File: src/hw/current_dac_map.svh
// Register offsets, field positions, reset values and response codes for the DAC control block.
// Assumes it is included by bare name from hw/ sources; defines only, no logic.
`ifndef CURRENT_DAC_MAP_SVH
`define CURRENT_DAC_MAP_SVH

`define CTRL_OFFSET        12'h000
`define DATA_OFFSET        12'h004
`define OUT_OFFSET         12'h008
`define ADDR_WORD_MASK     12'hFFC
`define CTRL_RESET         16'h0010
`define CTRL_LIVE_MASK     16'h01FE
`define MODE_HI            8
`define MODE_LO            7
`define UPPER_SHUF_BIT     6
`define LOWER_SHUF_BIT     5
`define POWER_DOWN_BIT     4
`define UPDATE_SRC_BIT     3
`define CLEAR_N_BIT        2
`define MODE_BIT           1
`define DATA_WIDTH         11
`define DATA_RESET         11'h000
`define RESP_OKAY          2'b00
`define RESP_SLVERR        2'b10

`endif

File: src/hw/current_dac_pkg.sv
// Types shared by the DAC control block files.
// Assumes current_dac_map.svh is compiled alongside.
package current_dac_pkg;

    // Shuffle schemes selectable in the control word.
    typedef enum logic [1:0] {
        SHUF_STEP    = 2'b00,
        SHUF_COUNTER = 2'b01,
        SHUF_CODE    = 2'b10,
        SHUF_RSVD    = 2'b11
    } shuffle_scheme_t;

    // Decoded control fields handed to the output stage.
    typedef struct packed {
        shuffle_scheme_t scheme;
        logic            upperShuffleEn;
        logic            lowerShuffleEn;
        logic            powerDown;
        logic            timerUpdate;
        logic            clearN;
        logic            modeBit;
    } ctrl_fields_t;

endpackage

File: src/hw/current_dac_control_decode.sv
// Control decode for one current-output DAC channel with an AXI4-Lite register slave.
// Assumes a single 50 MHz core clock and a one-cycle timer tick on the same clock.
// What this block does
// RQ1 - Control bits 15 to 9 are reserved and have no effect.
// RQ2 - Bits 8:7 pick shuffle scheme: step, internal counter, input code; 11 reserved.
// RQ3 - Software uses shuffling only for ac precision, not dc accuracy.
// RQ4 - Bit 6 enables upper-segment shuffle, bit 5 lower-segment shuffle.
// RQ5 - Bit 4 powers down output stage to high impedance; resets to one.
// RQ6 - With bit 3 set, output refreshes from data register on timer ticks.
// RQ7 - Bit 2 low forces data register to zero; high allows conversion.
// RQ8 - Software keeps control bit 1 at zero.
// RQ9 - With bit 3 clear, output refreshes from data register every core clock.
// RQ10 - Control writes act on the next clock edge; reserved bits read zero.
`timescale 1ns/100ps
`include "current_dac_map.svh"

module current_dac_control_decode (
    input  wire logic                      clock,
    input  wire logic                      nrst,
    input  wire logic [11:0]               s_axi_awaddr,
    input  wire logic                      s_axi_awvalid,
    output logic                           s_axi_awready,
    input  wire logic [31:0]               s_axi_wdata,
    input  wire logic [3:0]                s_axi_wstrb,
    input  wire logic                      s_axi_wvalid,
    output logic                           s_axi_wready,
    output logic      [1:0]                s_axi_bresp,
    output logic                           s_axi_bvalid,
    input  wire logic                      s_axi_bready,
    input  wire logic [11:0]               s_axi_araddr,
    input  wire logic                      s_axi_arvalid,
    output logic                           s_axi_arready,
    output logic      [31:0]               s_axi_rdata,
    output logic      [1:0]                s_axi_rresp,
    output logic                           s_axi_rvalid,
    input  wire logic                      s_axi_rready,
    input  wire logic                      firstTimerTick,
    output logic      [`DATA_WIDTH-1:0]    dacCode,
    output logic                           outputStagePowerDown,
    output logic                           outputEnable,
    output logic      [1:0]                shuffleSchemeSelect,
    output logic                           upperSegmentShuffleEn,
    output logic                           lowerSegmentShuffleEn,
    output logic                           shuffleSchemeValid
);

    // Whole state of the slave and its registers, registered as one word.
    typedef struct packed {
        logic                   awHeld;
        logic [11:0]            awAddr;
        logic                   wHeld;
        logic [31:0]            wData;
        logic [3:0]             wStrb;
        logic                   bValid;
        logic [1:0]             bResp;
        logic                   rValid;
        logic [1:0]             rResp;
        logic [31:0]            rData;
        logic [15:0]            ctrl;
        logic [`DATA_WIDTH-1:0] data;
    } dec_state_t;

    dec_state_t                  state_ff;
    dec_state_t                  nxt_state;
    current_dac_pkg::ctrl_fields_t fields;
    logic [15:0]                 wrCtrl;
    logic [`DATA_WIDTH-1:0]      codeOut;

    // Field decode; the reserved high bits are never looked at.
    assign fields.scheme         = current_dac_pkg::shuffle_scheme_t'(
                                   state_ff.ctrl[`MODE_HI:`MODE_LO]); // RQ2
    assign fields.upperShuffleEn = state_ff.ctrl[`UPPER_SHUF_BIT]; // RQ4
    assign fields.lowerShuffleEn = state_ff.ctrl[`LOWER_SHUF_BIT]; // RQ4
    assign fields.powerDown      = state_ff.ctrl[`POWER_DOWN_BIT]; // RQ5
    assign fields.timerUpdate    = state_ff.ctrl[`UPDATE_SRC_BIT];
    assign fields.clearN         = state_ff.ctrl[`CLEAR_N_BIT];
    assign fields.modeBit        = state_ff.ctrl[`MODE_BIT];

    // Merge byte lanes of the pending write into the control word.
    always_comb begin
        wrCtrl = state_ff.ctrl;
        if (state_ff.wStrb[0]) begin
            wrCtrl[7:0] = state_ff.wData[7:0];
        end
        if (state_ff.wStrb[1]) begin
            wrCtrl[15:8] = state_ff.wData[15:8];
        end
        wrCtrl = wrCtrl & `CTRL_LIVE_MASK; // RQ1
    end

    // Bus handshakes and register updates. Address and data are caught separately,
    // so the master may present them in either order; the write commits once both are held.
    always_comb begin
        nxt_state = state_ff;
        if (s_axi_awvalid && !state_ff.awHeld) begin
            nxt_state.awHeld = 1'b1;
            nxt_state.awAddr = s_axi_awaddr;
        end
        if (s_axi_wvalid && !state_ff.wHeld) begin
            nxt_state.wHeld = 1'b1;
            nxt_state.wData = s_axi_wdata;
            nxt_state.wStrb = s_axi_wstrb;
        end
        if (state_ff.bValid && s_axi_bready) begin
            nxt_state.bValid = 1'b0;
        end
        if (state_ff.awHeld && state_ff.wHeld && !state_ff.bValid) begin
            nxt_state.awHeld = 1'b0;
            nxt_state.wHeld  = 1'b0;
            nxt_state.bValid = 1'b1;
            nxt_state.bResp  = `RESP_OKAY;
            unique case (state_ff.awAddr & `ADDR_WORD_MASK)
                `CTRL_OFFSET: begin
                    nxt_state.ctrl = wrCtrl; // RQ10
                end
                `DATA_OFFSET: begin
                    if (state_ff.wStrb[0]) begin
                        nxt_state.data[7:0] = state_ff.wData[7:0];
                    end
                    if (state_ff.wStrb[1]) begin
                        nxt_state.data[`DATA_WIDTH-1:8] = state_ff.wData[`DATA_WIDTH-1:8];
                    end
                end
                `OUT_OFFSET: begin
                    nxt_state.bResp = `RESP_SLVERR;
                end
                default: begin
                    nxt_state.bResp = `RESP_SLVERR;
                end
            endcase
        end
        // The clear bit holds the data register at zero for as long as it is low.
        if (!nxt_state.ctrl[`CLEAR_N_BIT]) begin
            nxt_state.data = `DATA_RESET; // RQ7
        end
        if (state_ff.rValid && s_axi_rready) begin
            nxt_state.rValid = 1'b0;
        end
        if (s_axi_arvalid && !state_ff.rValid) begin
            nxt_state.rValid = 1'b1;
            nxt_state.rResp  = `RESP_OKAY;
            nxt_state.rData  = 32'h0000_0000;
            unique case (s_axi_araddr & `ADDR_WORD_MASK)
                `CTRL_OFFSET: begin
                    nxt_state.rData[15:0] = state_ff.ctrl; // RQ10
                end
                `DATA_OFFSET: begin
                    nxt_state.rData[`DATA_WIDTH-1:0] = state_ff.data;
                end
                `OUT_OFFSET: begin
                    nxt_state.rData[`DATA_WIDTH-1:0] = codeOut;
                end
                default: begin
                    nxt_state.rResp = `RESP_SLVERR;
                end
            endcase
        end
    end

    // Power-on state: output stage powered down, clear active, all else zero.
    always_ff @(posedge clock or negedge nrst) begin
        if (!nrst) begin
            state_ff      <= '0;
            state_ff.ctrl <= `CTRL_RESET; // RQ5
        end else begin
            state_ff <= nxt_state;
        end
    end

    // Refresh stage chooses between core clock and timer tick.
    current_dac_update u_update (
        .clock       (clock),
        .nrst        (nrst),
        .timerUpdate (fields.timerUpdate),
        .timerTick   (firstTimerTick),
        .clearN      (fields.clearN),
        .dataReg     (state_ff.data),
        .dacCode     (codeOut)
    );

    assign s_axi_awready         = !state_ff.awHeld;
    assign s_axi_wready          = !state_ff.wHeld;
    assign s_axi_bvalid          = state_ff.bValid;
    assign s_axi_bresp           = state_ff.bResp;
    assign s_axi_arready         = !state_ff.rValid;
    assign s_axi_rvalid          = state_ff.rValid;
    assign s_axi_rresp           = state_ff.rResp;
    assign s_axi_rdata           = state_ff.rData;
    assign dacCode               = codeOut;
    assign outputStagePowerDown  = fields.powerDown; // RQ5
    assign outputEnable          = !fields.powerDown; // RQ5
    assign shuffleSchemeSelect   = fields.scheme;
    assign upperSegmentShuffleEn = fields.upperShuffleEn;
    assign lowerSegmentShuffleEn = fields.lowerShuffleEn;
    // Code 11 is reserved, so the scheme is flagged invalid there.
    assign shuffleSchemeValid    = (fields.scheme != current_dac_pkg::SHUF_RSVD); // RQ2

endmodule

File: src/hw/current_dac_update.sv
// Output refresh stage: copies the data register to the converter input.
// Assumes timerTick is a one-cycle pulse synchronous to clock.
`timescale 1ns/100ps
`include "current_dac_map.svh"

module current_dac_update (
    input  wire logic                      clock,
    input  wire logic                      nrst,
    input  wire logic                      timerUpdate,
    input  wire logic                      timerTick,
    input  wire logic                      clearN,
    input  wire logic [`DATA_WIDTH-1:0]    dataReg,
    output logic      [`DATA_WIDTH-1:0]    dacCode
);

    typedef struct packed {
        logic [`DATA_WIDTH-1:0] code;
    } upd_state_t;

    upd_state_t state_ff;
    upd_state_t nxt_state;

    // Refresh every core clock, or only on timer ticks when selected.
    always_comb begin
        nxt_state = state_ff;
        if (!clearN) begin
            nxt_state.code = `DATA_RESET; // RQ7
        end else if (timerUpdate) begin
            if (timerTick) begin
                nxt_state.code = dataReg; // RQ6
            end
        end else begin
            nxt_state.code = dataReg; // RQ9
        end
    end

    always_ff @(posedge clock or negedge nrst) begin
        if (!nrst) begin
            state_ff <= '0;
        end else begin
            state_ff <= nxt_state;
        end
    end

    assign dacCode = state_ff.code;

endmodule

File: config.mk
export PLATFORM = sky130hd
export DESIGN_NAME = current_dac_control_decode
export DESIGN_NICKNAME = d
export VERILOG_FILES = /design/src/hw/current_dac_pkg.sv /design/src/hw/current_dac_control_decode.sv /design/src/hw/current_dac_update.sv
export VERILOG_INCLUDE_DIRS = /design/src /design/src/hw
export SDC_FILE = /design/constraint.sdc
export NUM_CORES = 1
export LEC_CHECK = 0
export ABC_AREA = 1
export BUFFER_PORTS_ARGS = -buffer_cell sky130_fd_sc_hd__buf_2
export CAP_MARGIN = 20
export CORE_ASPECT_RATIO = 1.1
export CORE_MARGIN = 4
export CORE_UTILIZATION = 51
export CTS_BUF_LIST = sky130_fd_sc_hd__clkbuf_4 sky130_fd_sc_hd__clkbuf_8
export CTS_CLUSTER_SIZE = 25
export DETAILED_ROUTE_END_ITERATION = 6
export PLACE_DENSITY_LB_ADDON = 0.08
export SKIP_CTS_REPAIR_TIMING = 1
export SYNTH_ARGS = -nofsm -noshare
export SYNTH_HDL_FRONTEND = slang
export SYNTH_HIERARCHICAL = 1
export SYNTH_SLANG_ARGS = --single-unit
File: constraint.sdc
create_clock -name clock -period 1.64 [get_ports clock]
set_input_delay 0.246 -clock clock [delete_from_list [all_inputs] [get_ports clock]]
set_output_delay 0.246 -clock clock [all_outputs]
set_load 0.03 [all_outputs]
Word-level counts from Yosys, hierarchy flattened:

Index checks and enable logic that the tools add are counted.

* register bits: 97

* equality and inequality tests: 9
* reductions and logical operators: 24
* mux-type cells: 21

Operators with widths (number)
* $mux W11: 5
* $mux W37: 1
* $mux W35: 1
* $pmux W11 S3: 1
* $logic_not A12 Y1: 2
* $eq A10 B1 Y1 const B: 2
* $mux W14: 1
* $mux W13: 1
* $mux W3: 4
* $reduce_and A3 Y1: 4
* $eq A10 B2 Y1 const B: 1
* $mux W8: 1
* $reduce_bool A2 Y1: 4
* $logic_and A1 B1 Y1: 7
* $ne A2 B2 Y1 const B: 3
* $logic_not A1 Y1: 5
* $mux W1: 4
* $mux W2: 2
* $ne A2 B1 Y1 const B: 2
* $ne A3 B3 Y1 const B: 1
* $reduce_or A3 Y1: 1
* $reduce_or A2 Y1: 1

Logic depth before layout (Yosys ltp):

* depth in word-level cells: 5
* depth in mapped cells: 10
* mapped depth without buffers: 9

Cells and area by module:

The synthesis kept the hierarchy.

Modules (own cells, without submodules)
* current_dac_control_decode: sequential area each 1477.7 um^2, cells each 353, area each 3025.4 um^2, instances 1
* current_dac_update: sequential area each 275.3 um^2, cells each 51, area each 480.5 um^2, instances 1

Least setup slack after synthesis:

No wires, ideal clock.

* path type: register to register
* start: reg state_ff (netlist bit s_axi_bvalid)
* end: reg state_ff[0] (netlist bit)
* clock period less this slack: 1.644 ns
* arrival time: 1.526 ns
* cell stages (with the launch flop): 7
* path slack: -0.004 ns
* buffers on the path: 0
* cells stage by stage: dfrtp_1 > nor3_4 > nand4_2 > nand3_2 > nand3_2 > nand2_1 > nand2_1

* word-level cells in the longest chain between the ends: 5
* elaborated cells on any way between the ends: 8
* those cells by class: 3 x eq/ne; 2 x mux; 3 x reduce/logical

Ends and longest elaborated chain
* start: declaration: RTL line current_dac_control_decode.sv:63 `dec_state_t state_ff;`
* start signal: assignment: RTL line current_dac_control_decode.sv:166 `state_ff <= nxt_state;`
* $logic_not A1 Y1 *: RTL line current_dac_control_decode.sv:107 `if (state_ff.awHeld && state_ff.wHeld && !state_ff.bValid) begin`
* $logic_and A1 B1 Y1 *: RTL line current_dac_control_decode.sv:107
* $mux W14: RTL line current_dac_control_decode.sv:107
* $ne A2 B1 Y1 (no source line) or $ne A2 B2 Y1 (tied branches)
* $reduce_and A3 Y1 (no source line)

Mark *: on every way between the ends. The rest lies on a longest branch, timed or not. The select of a mux whose other input is x is not followed.
A chain may end at the register's enable or synchronous reset.

Worst setup path after layout:

* start: reg state_ff[112] (netlist bit)
* end: reg state_ff[10] (netlist bit)

* word-level cells in the longest chain between the ends: 5
* elaborated cells on any way between the ends: 9
* those cells by class: 4 x eq/ne; 3 x mux; 2 x reduce/logical

Ends and longest elaborated chain
* $logic_not A12 Y1: RTL line current_dac_control_decode.sv:112 `` unique case (state_ff.awAddr & `ADDR_WORD_MASK) ``
* $mux W3: RTL line current_dac_control_decode.sv:112
* $mux W14: RTL line current_dac_control_decode.sv:107
* $ne A2 B2 Y1 (no source line) or $ne A2 B1 Y1 (tied branches)
* $reduce_and A3 Y1 (no source line)

Several ways; a longest one is shown, not always the timed one. The select of a mux whose other input is x is not followed.

==> flow_summary.yaml <==
final_layout:
  nNetsFinal: 548
  most_common_library_cell_in_the_layout_ignoring_fill_and_taps: "sky130_fd_sc_hd__nand2_1"
  mostFrequentLayoutCells: "sky130_fd_sc_hd__nand2_1, sky130_fd_sc_hd__buf_2, sky130_fd_sc_hd__dfrtp_1"
  layout-area-overhead-vs-synth_pct: 18.5
  post_route_cells_drive_above_1_share: 0.286
  finish.instance_area_um2: 4150
  fin_cells: 565
  diodes: 0
  num-fill-cells: 600
timing:
  fin_crit_sh: 0.971
  finClkSkew_ps: 5.90
  finalSetupViolCount: 0
  timing.final.hold_violations: 0
  fin_ws_ps: 46.9
  final-max-slew-violation-count: 0
  grt_setup_unrepaired: "yes"
  final_period_minus_worst_setup_slack_ps: 1590
  hold_slack_ps: 86.9
  max_freq_mhz: 628
flow_run:
  maxCapViolations: 0
synth:
  netlist.top_cell.by_area: "sky130_fd_sc_hd__dfrtp_1"
  yosys_register_bits: 70
  ys.warnings.count: 6
  sequential_fraction_of_the_synthesis_area: 0.500
  synth_area_um2: 3510
  synth.area.top_cells: "sky130_fd_sc_hd__dfrtp_1, sky130_fd_sc_hd__nand2_1, sky130_fd_sc_hd__buf_4"
  syn_avg_cell_area_um2: 8.68
  post_synth_num_cell_types: 28
  synthDominantCellAreaShare: 0.493
  post_synth_inst_count: 404
clock_network:
  clock_latency_ps: 330
  cts_root_buffer: "sky130_fd_sc_hd__clkbuf_8"
  clock_sinks: 70
  cts-root-to-sink-buffers: 2
  clk_transition_reported_paths_ps: 70
  tritoncts_clock_tree: "built"
  numCtsBuffers: 9
  htree_num_levels: 3
run_status:
  outcome: "completed"
routing:
  drt_pass1_iterations: 4
  detail-route-antenna-nets: 0
  route.vias.total: 2818
  detailed_route_wire_length_per_cell_um: 13.0
  post-route-drc-count: 0
  drt_first_iter_violations: 111
  detail_route.vias_per_cell: 4.99
  detail_route.wirelength_mm: 7.34
setup_path:
  crit_required_ps: 1860
  path_max_fanout: 4
  ff2ff_setup_slack_ps: 50
  arrival_time_reported_for_the_critical_path_endpoint_ps: 1820
  critical_path.startpoint_type: "register"
  worst-setup-path-type: "reg -> reg"
  worst-r2r-cell-count: 9
  rr_endpoint: "state_ff[10]$_DFFE_PN0P_"
  critPathCapture: "state_ff[10]$_DFFE_PN0P_"
  worstSetupStartpoint: "state_ff[112]$_DFFE_PN0P_"
  worstReg2RegStart: "state_ff[112]$_DFFE_PN0P_"
  endpoint_kind: "register"
die:
  num_rows: 31
  die_width_um: 87.1
  io_pins: 127
  total_die_area_um2: 8270
  fp.dieH_um: 95.0
  fp.coreArea_um2: 6630
  initial_standard_cell_utilization_of_the_core: 0.529
place:
  pre_cts_ws_ps: 9.50
  port-buffer-count: 76
  dp.final_hpwl_mm: 5.58
  place_inst: 546
  gpl.final_weighted_congestion: 0.793
  post_dp_cell_area_um2: 3860
min_path:
  holdCritPathClass: "in -> reg"
  min_delay_path_depth: 2
  min_from: "s_axi_bready"
global_route:
  grt.total_usage: 0.190
  grt_max_degree: 31
  antenna_violations_before_repair: 0
  first_global_vias: 2716
  grt_overflow_total: 0
  grt_first_pass_wirelength_mm: 12.4
pwr:
  pwr_density_cell_nw_per_um2: 1250
  vdd_drop_max_v: 0.000916
  fin_total_pwr_w: 0.00519
  leakage_nw: 2.23
==> flip-flops by register name, indices dropped and copies added (netlist names) <==
register	cells
state_ff	36
s_axi_rdata	11
u_update/dacCode	11
fields	3
shuffleSchemeSelect	2
lowerSegmentShuffleEn	1
outputStagePowerDown	1
s_axi_bresp	1
s_axi_bvalid	1
s_axi_rresp	1
s_axi_rvalid	1
upperSegmentShuffleEn	1
==> synthesized netlist by cell type <==
library cell               count
sky130_fd_sc_hd__nor3_1        1
sky130_fd_sc_hd__buf_1         2
sky130_fd_sc_hd__mux2_2       14
sky130_fd_sc_hd__o31a_1        1
sky130_fd_sc_hd__nand2_1      90
sky130_fd_sc_hd__nor3_4        1
sky130_fd_sc_hd__nand3_1      50
sky130_fd_sc_hd__o21ai_0      13
sky130_fd_sc_hd__nand4_1      20
sky130_fd_sc_hd__or2_2         1
sky130_fd_sc_hd__buf_2         3
sky130_fd_sc_hd__a31oi_1       1
sky130_fd_sc_hd__nand3_2       3
sky130_fd_sc_hd__a21o_1        3
sky130_fd_sc_hd__nand4_2       1
sky130_fd_sc_hd__nor2b_1       1
sky130_fd_sc_hd__inv_2         1
sky130_fd_sc_hd__buf_6         1
sky130_fd_sc_hd__inv_1        24
sky130_fd_sc_hd__nand2_2       2
sky130_fd_sc_hd__dfstp_2       1
sky130_fd_sc_hd__conb_1        1
sky130_fd_sc_hd__o211ai_1      4
sky130_fd_sc_hd__nor2_1       34
sky130_fd_sc_hd__a21oi_1      12
sky130_fd_sc_hd__buf_4        41
sky130_fd_sc_hd__clkbuf_1      9
sky130_fd_sc_hd__dfrtp_1      69
==> cell families (layout without fill, tap and decap cells) <==
logic type      Yosys count  in the layout  share of synthesized area
buf+inv                  81            138                      0.134
other cells               1             23                    0.00107
simple gates            204            204                      0.265
compound gates           34             34                     0.0550
mux                      14             14                     0.0450
flops                    70             70                      0.500
==> worst max-delay path, cell delays in order (launching register included) <==
cell and delay [ps]:
sky130_fd_sc_hd__dfrtp_1 390, sky130_fd_sc_hd__nor2_2 140, sky130_fd_sc_hd__nand2_1 60, sky130_fd_sc_hd__nor2_1 130, sky130_fd_sc_hd__buf_4 170, sky130_fd_sc_hd__nand4_4 120
sky130_fd_sc_hd__o211ai_1 200, sky130_fd_sc_hd__nand2_1 150, sky130_fd_sc_hd__nand2_1 80, sky130_fd_sc_hd__nand2_1 50
==> how the worst min path moves through the flow <==
stage	to	slack, ps
floorplan	fields[0]$_DFFE_PN0P_	-50
global placement	s_axi_rdata[9]$_DFFE_PN0P_	220
detailed placement	s_axi_rdata[0]$_DFFE_PN0P_	220
CTS	s_axi_rdata[0]$_DFFE_PN0P_	-150
global route	s_axi_bvalid$_DFFE_PN0P_	90
finish	s_axi_bvalid$_DFFE_PN0P_	90
==> metrics by stage <==
stage | setup TNS [ps] | utilization
floorplan | 0 | -
finish | 0 | 0.626
detailed placement | 0 | 0.581
CTS | -15.6 | 0.611
global route | -743 | 0.626
global placement | 0 | 0.581
==> where the power goes <==
part / switching [W] / internal [W]
registers: 0.000224 / 0.00208
logic: 0.000909 / 0.000590
clock network: 0.000580 / 0.000804
total: 0.00171 / 0.00348
==> cell type report <==
class	instances	area, µm²	share of cell area
Inverter	25	93.8	0.0226
Multi-Input combinational cell	275	1420	0.341
Timing Repair Buffer	99	593	0.143
Clock buffer	13	166	0.0401
Sequential cell	70	1750	0.422
Tap cell	82	103	0.0247
Clock inverter	1	30.0	0.00723
==> metal layers <==
layer | part of all wire | up-vias | wire length [µm] | track usage
met2 | 0.47 | 101 | 3480 | 0.312
met1 | 0.44 | 1287 | 3200 | 0.246
li1 | - | 1426 | - | -
met4 | 0.0090 | 0 | 66 | 0.0623
met3 | 0.080 | 4 | 588 | 0.0436
met5 | 0 | - | 0 | 0
Power figures use the tool's default switching activity.
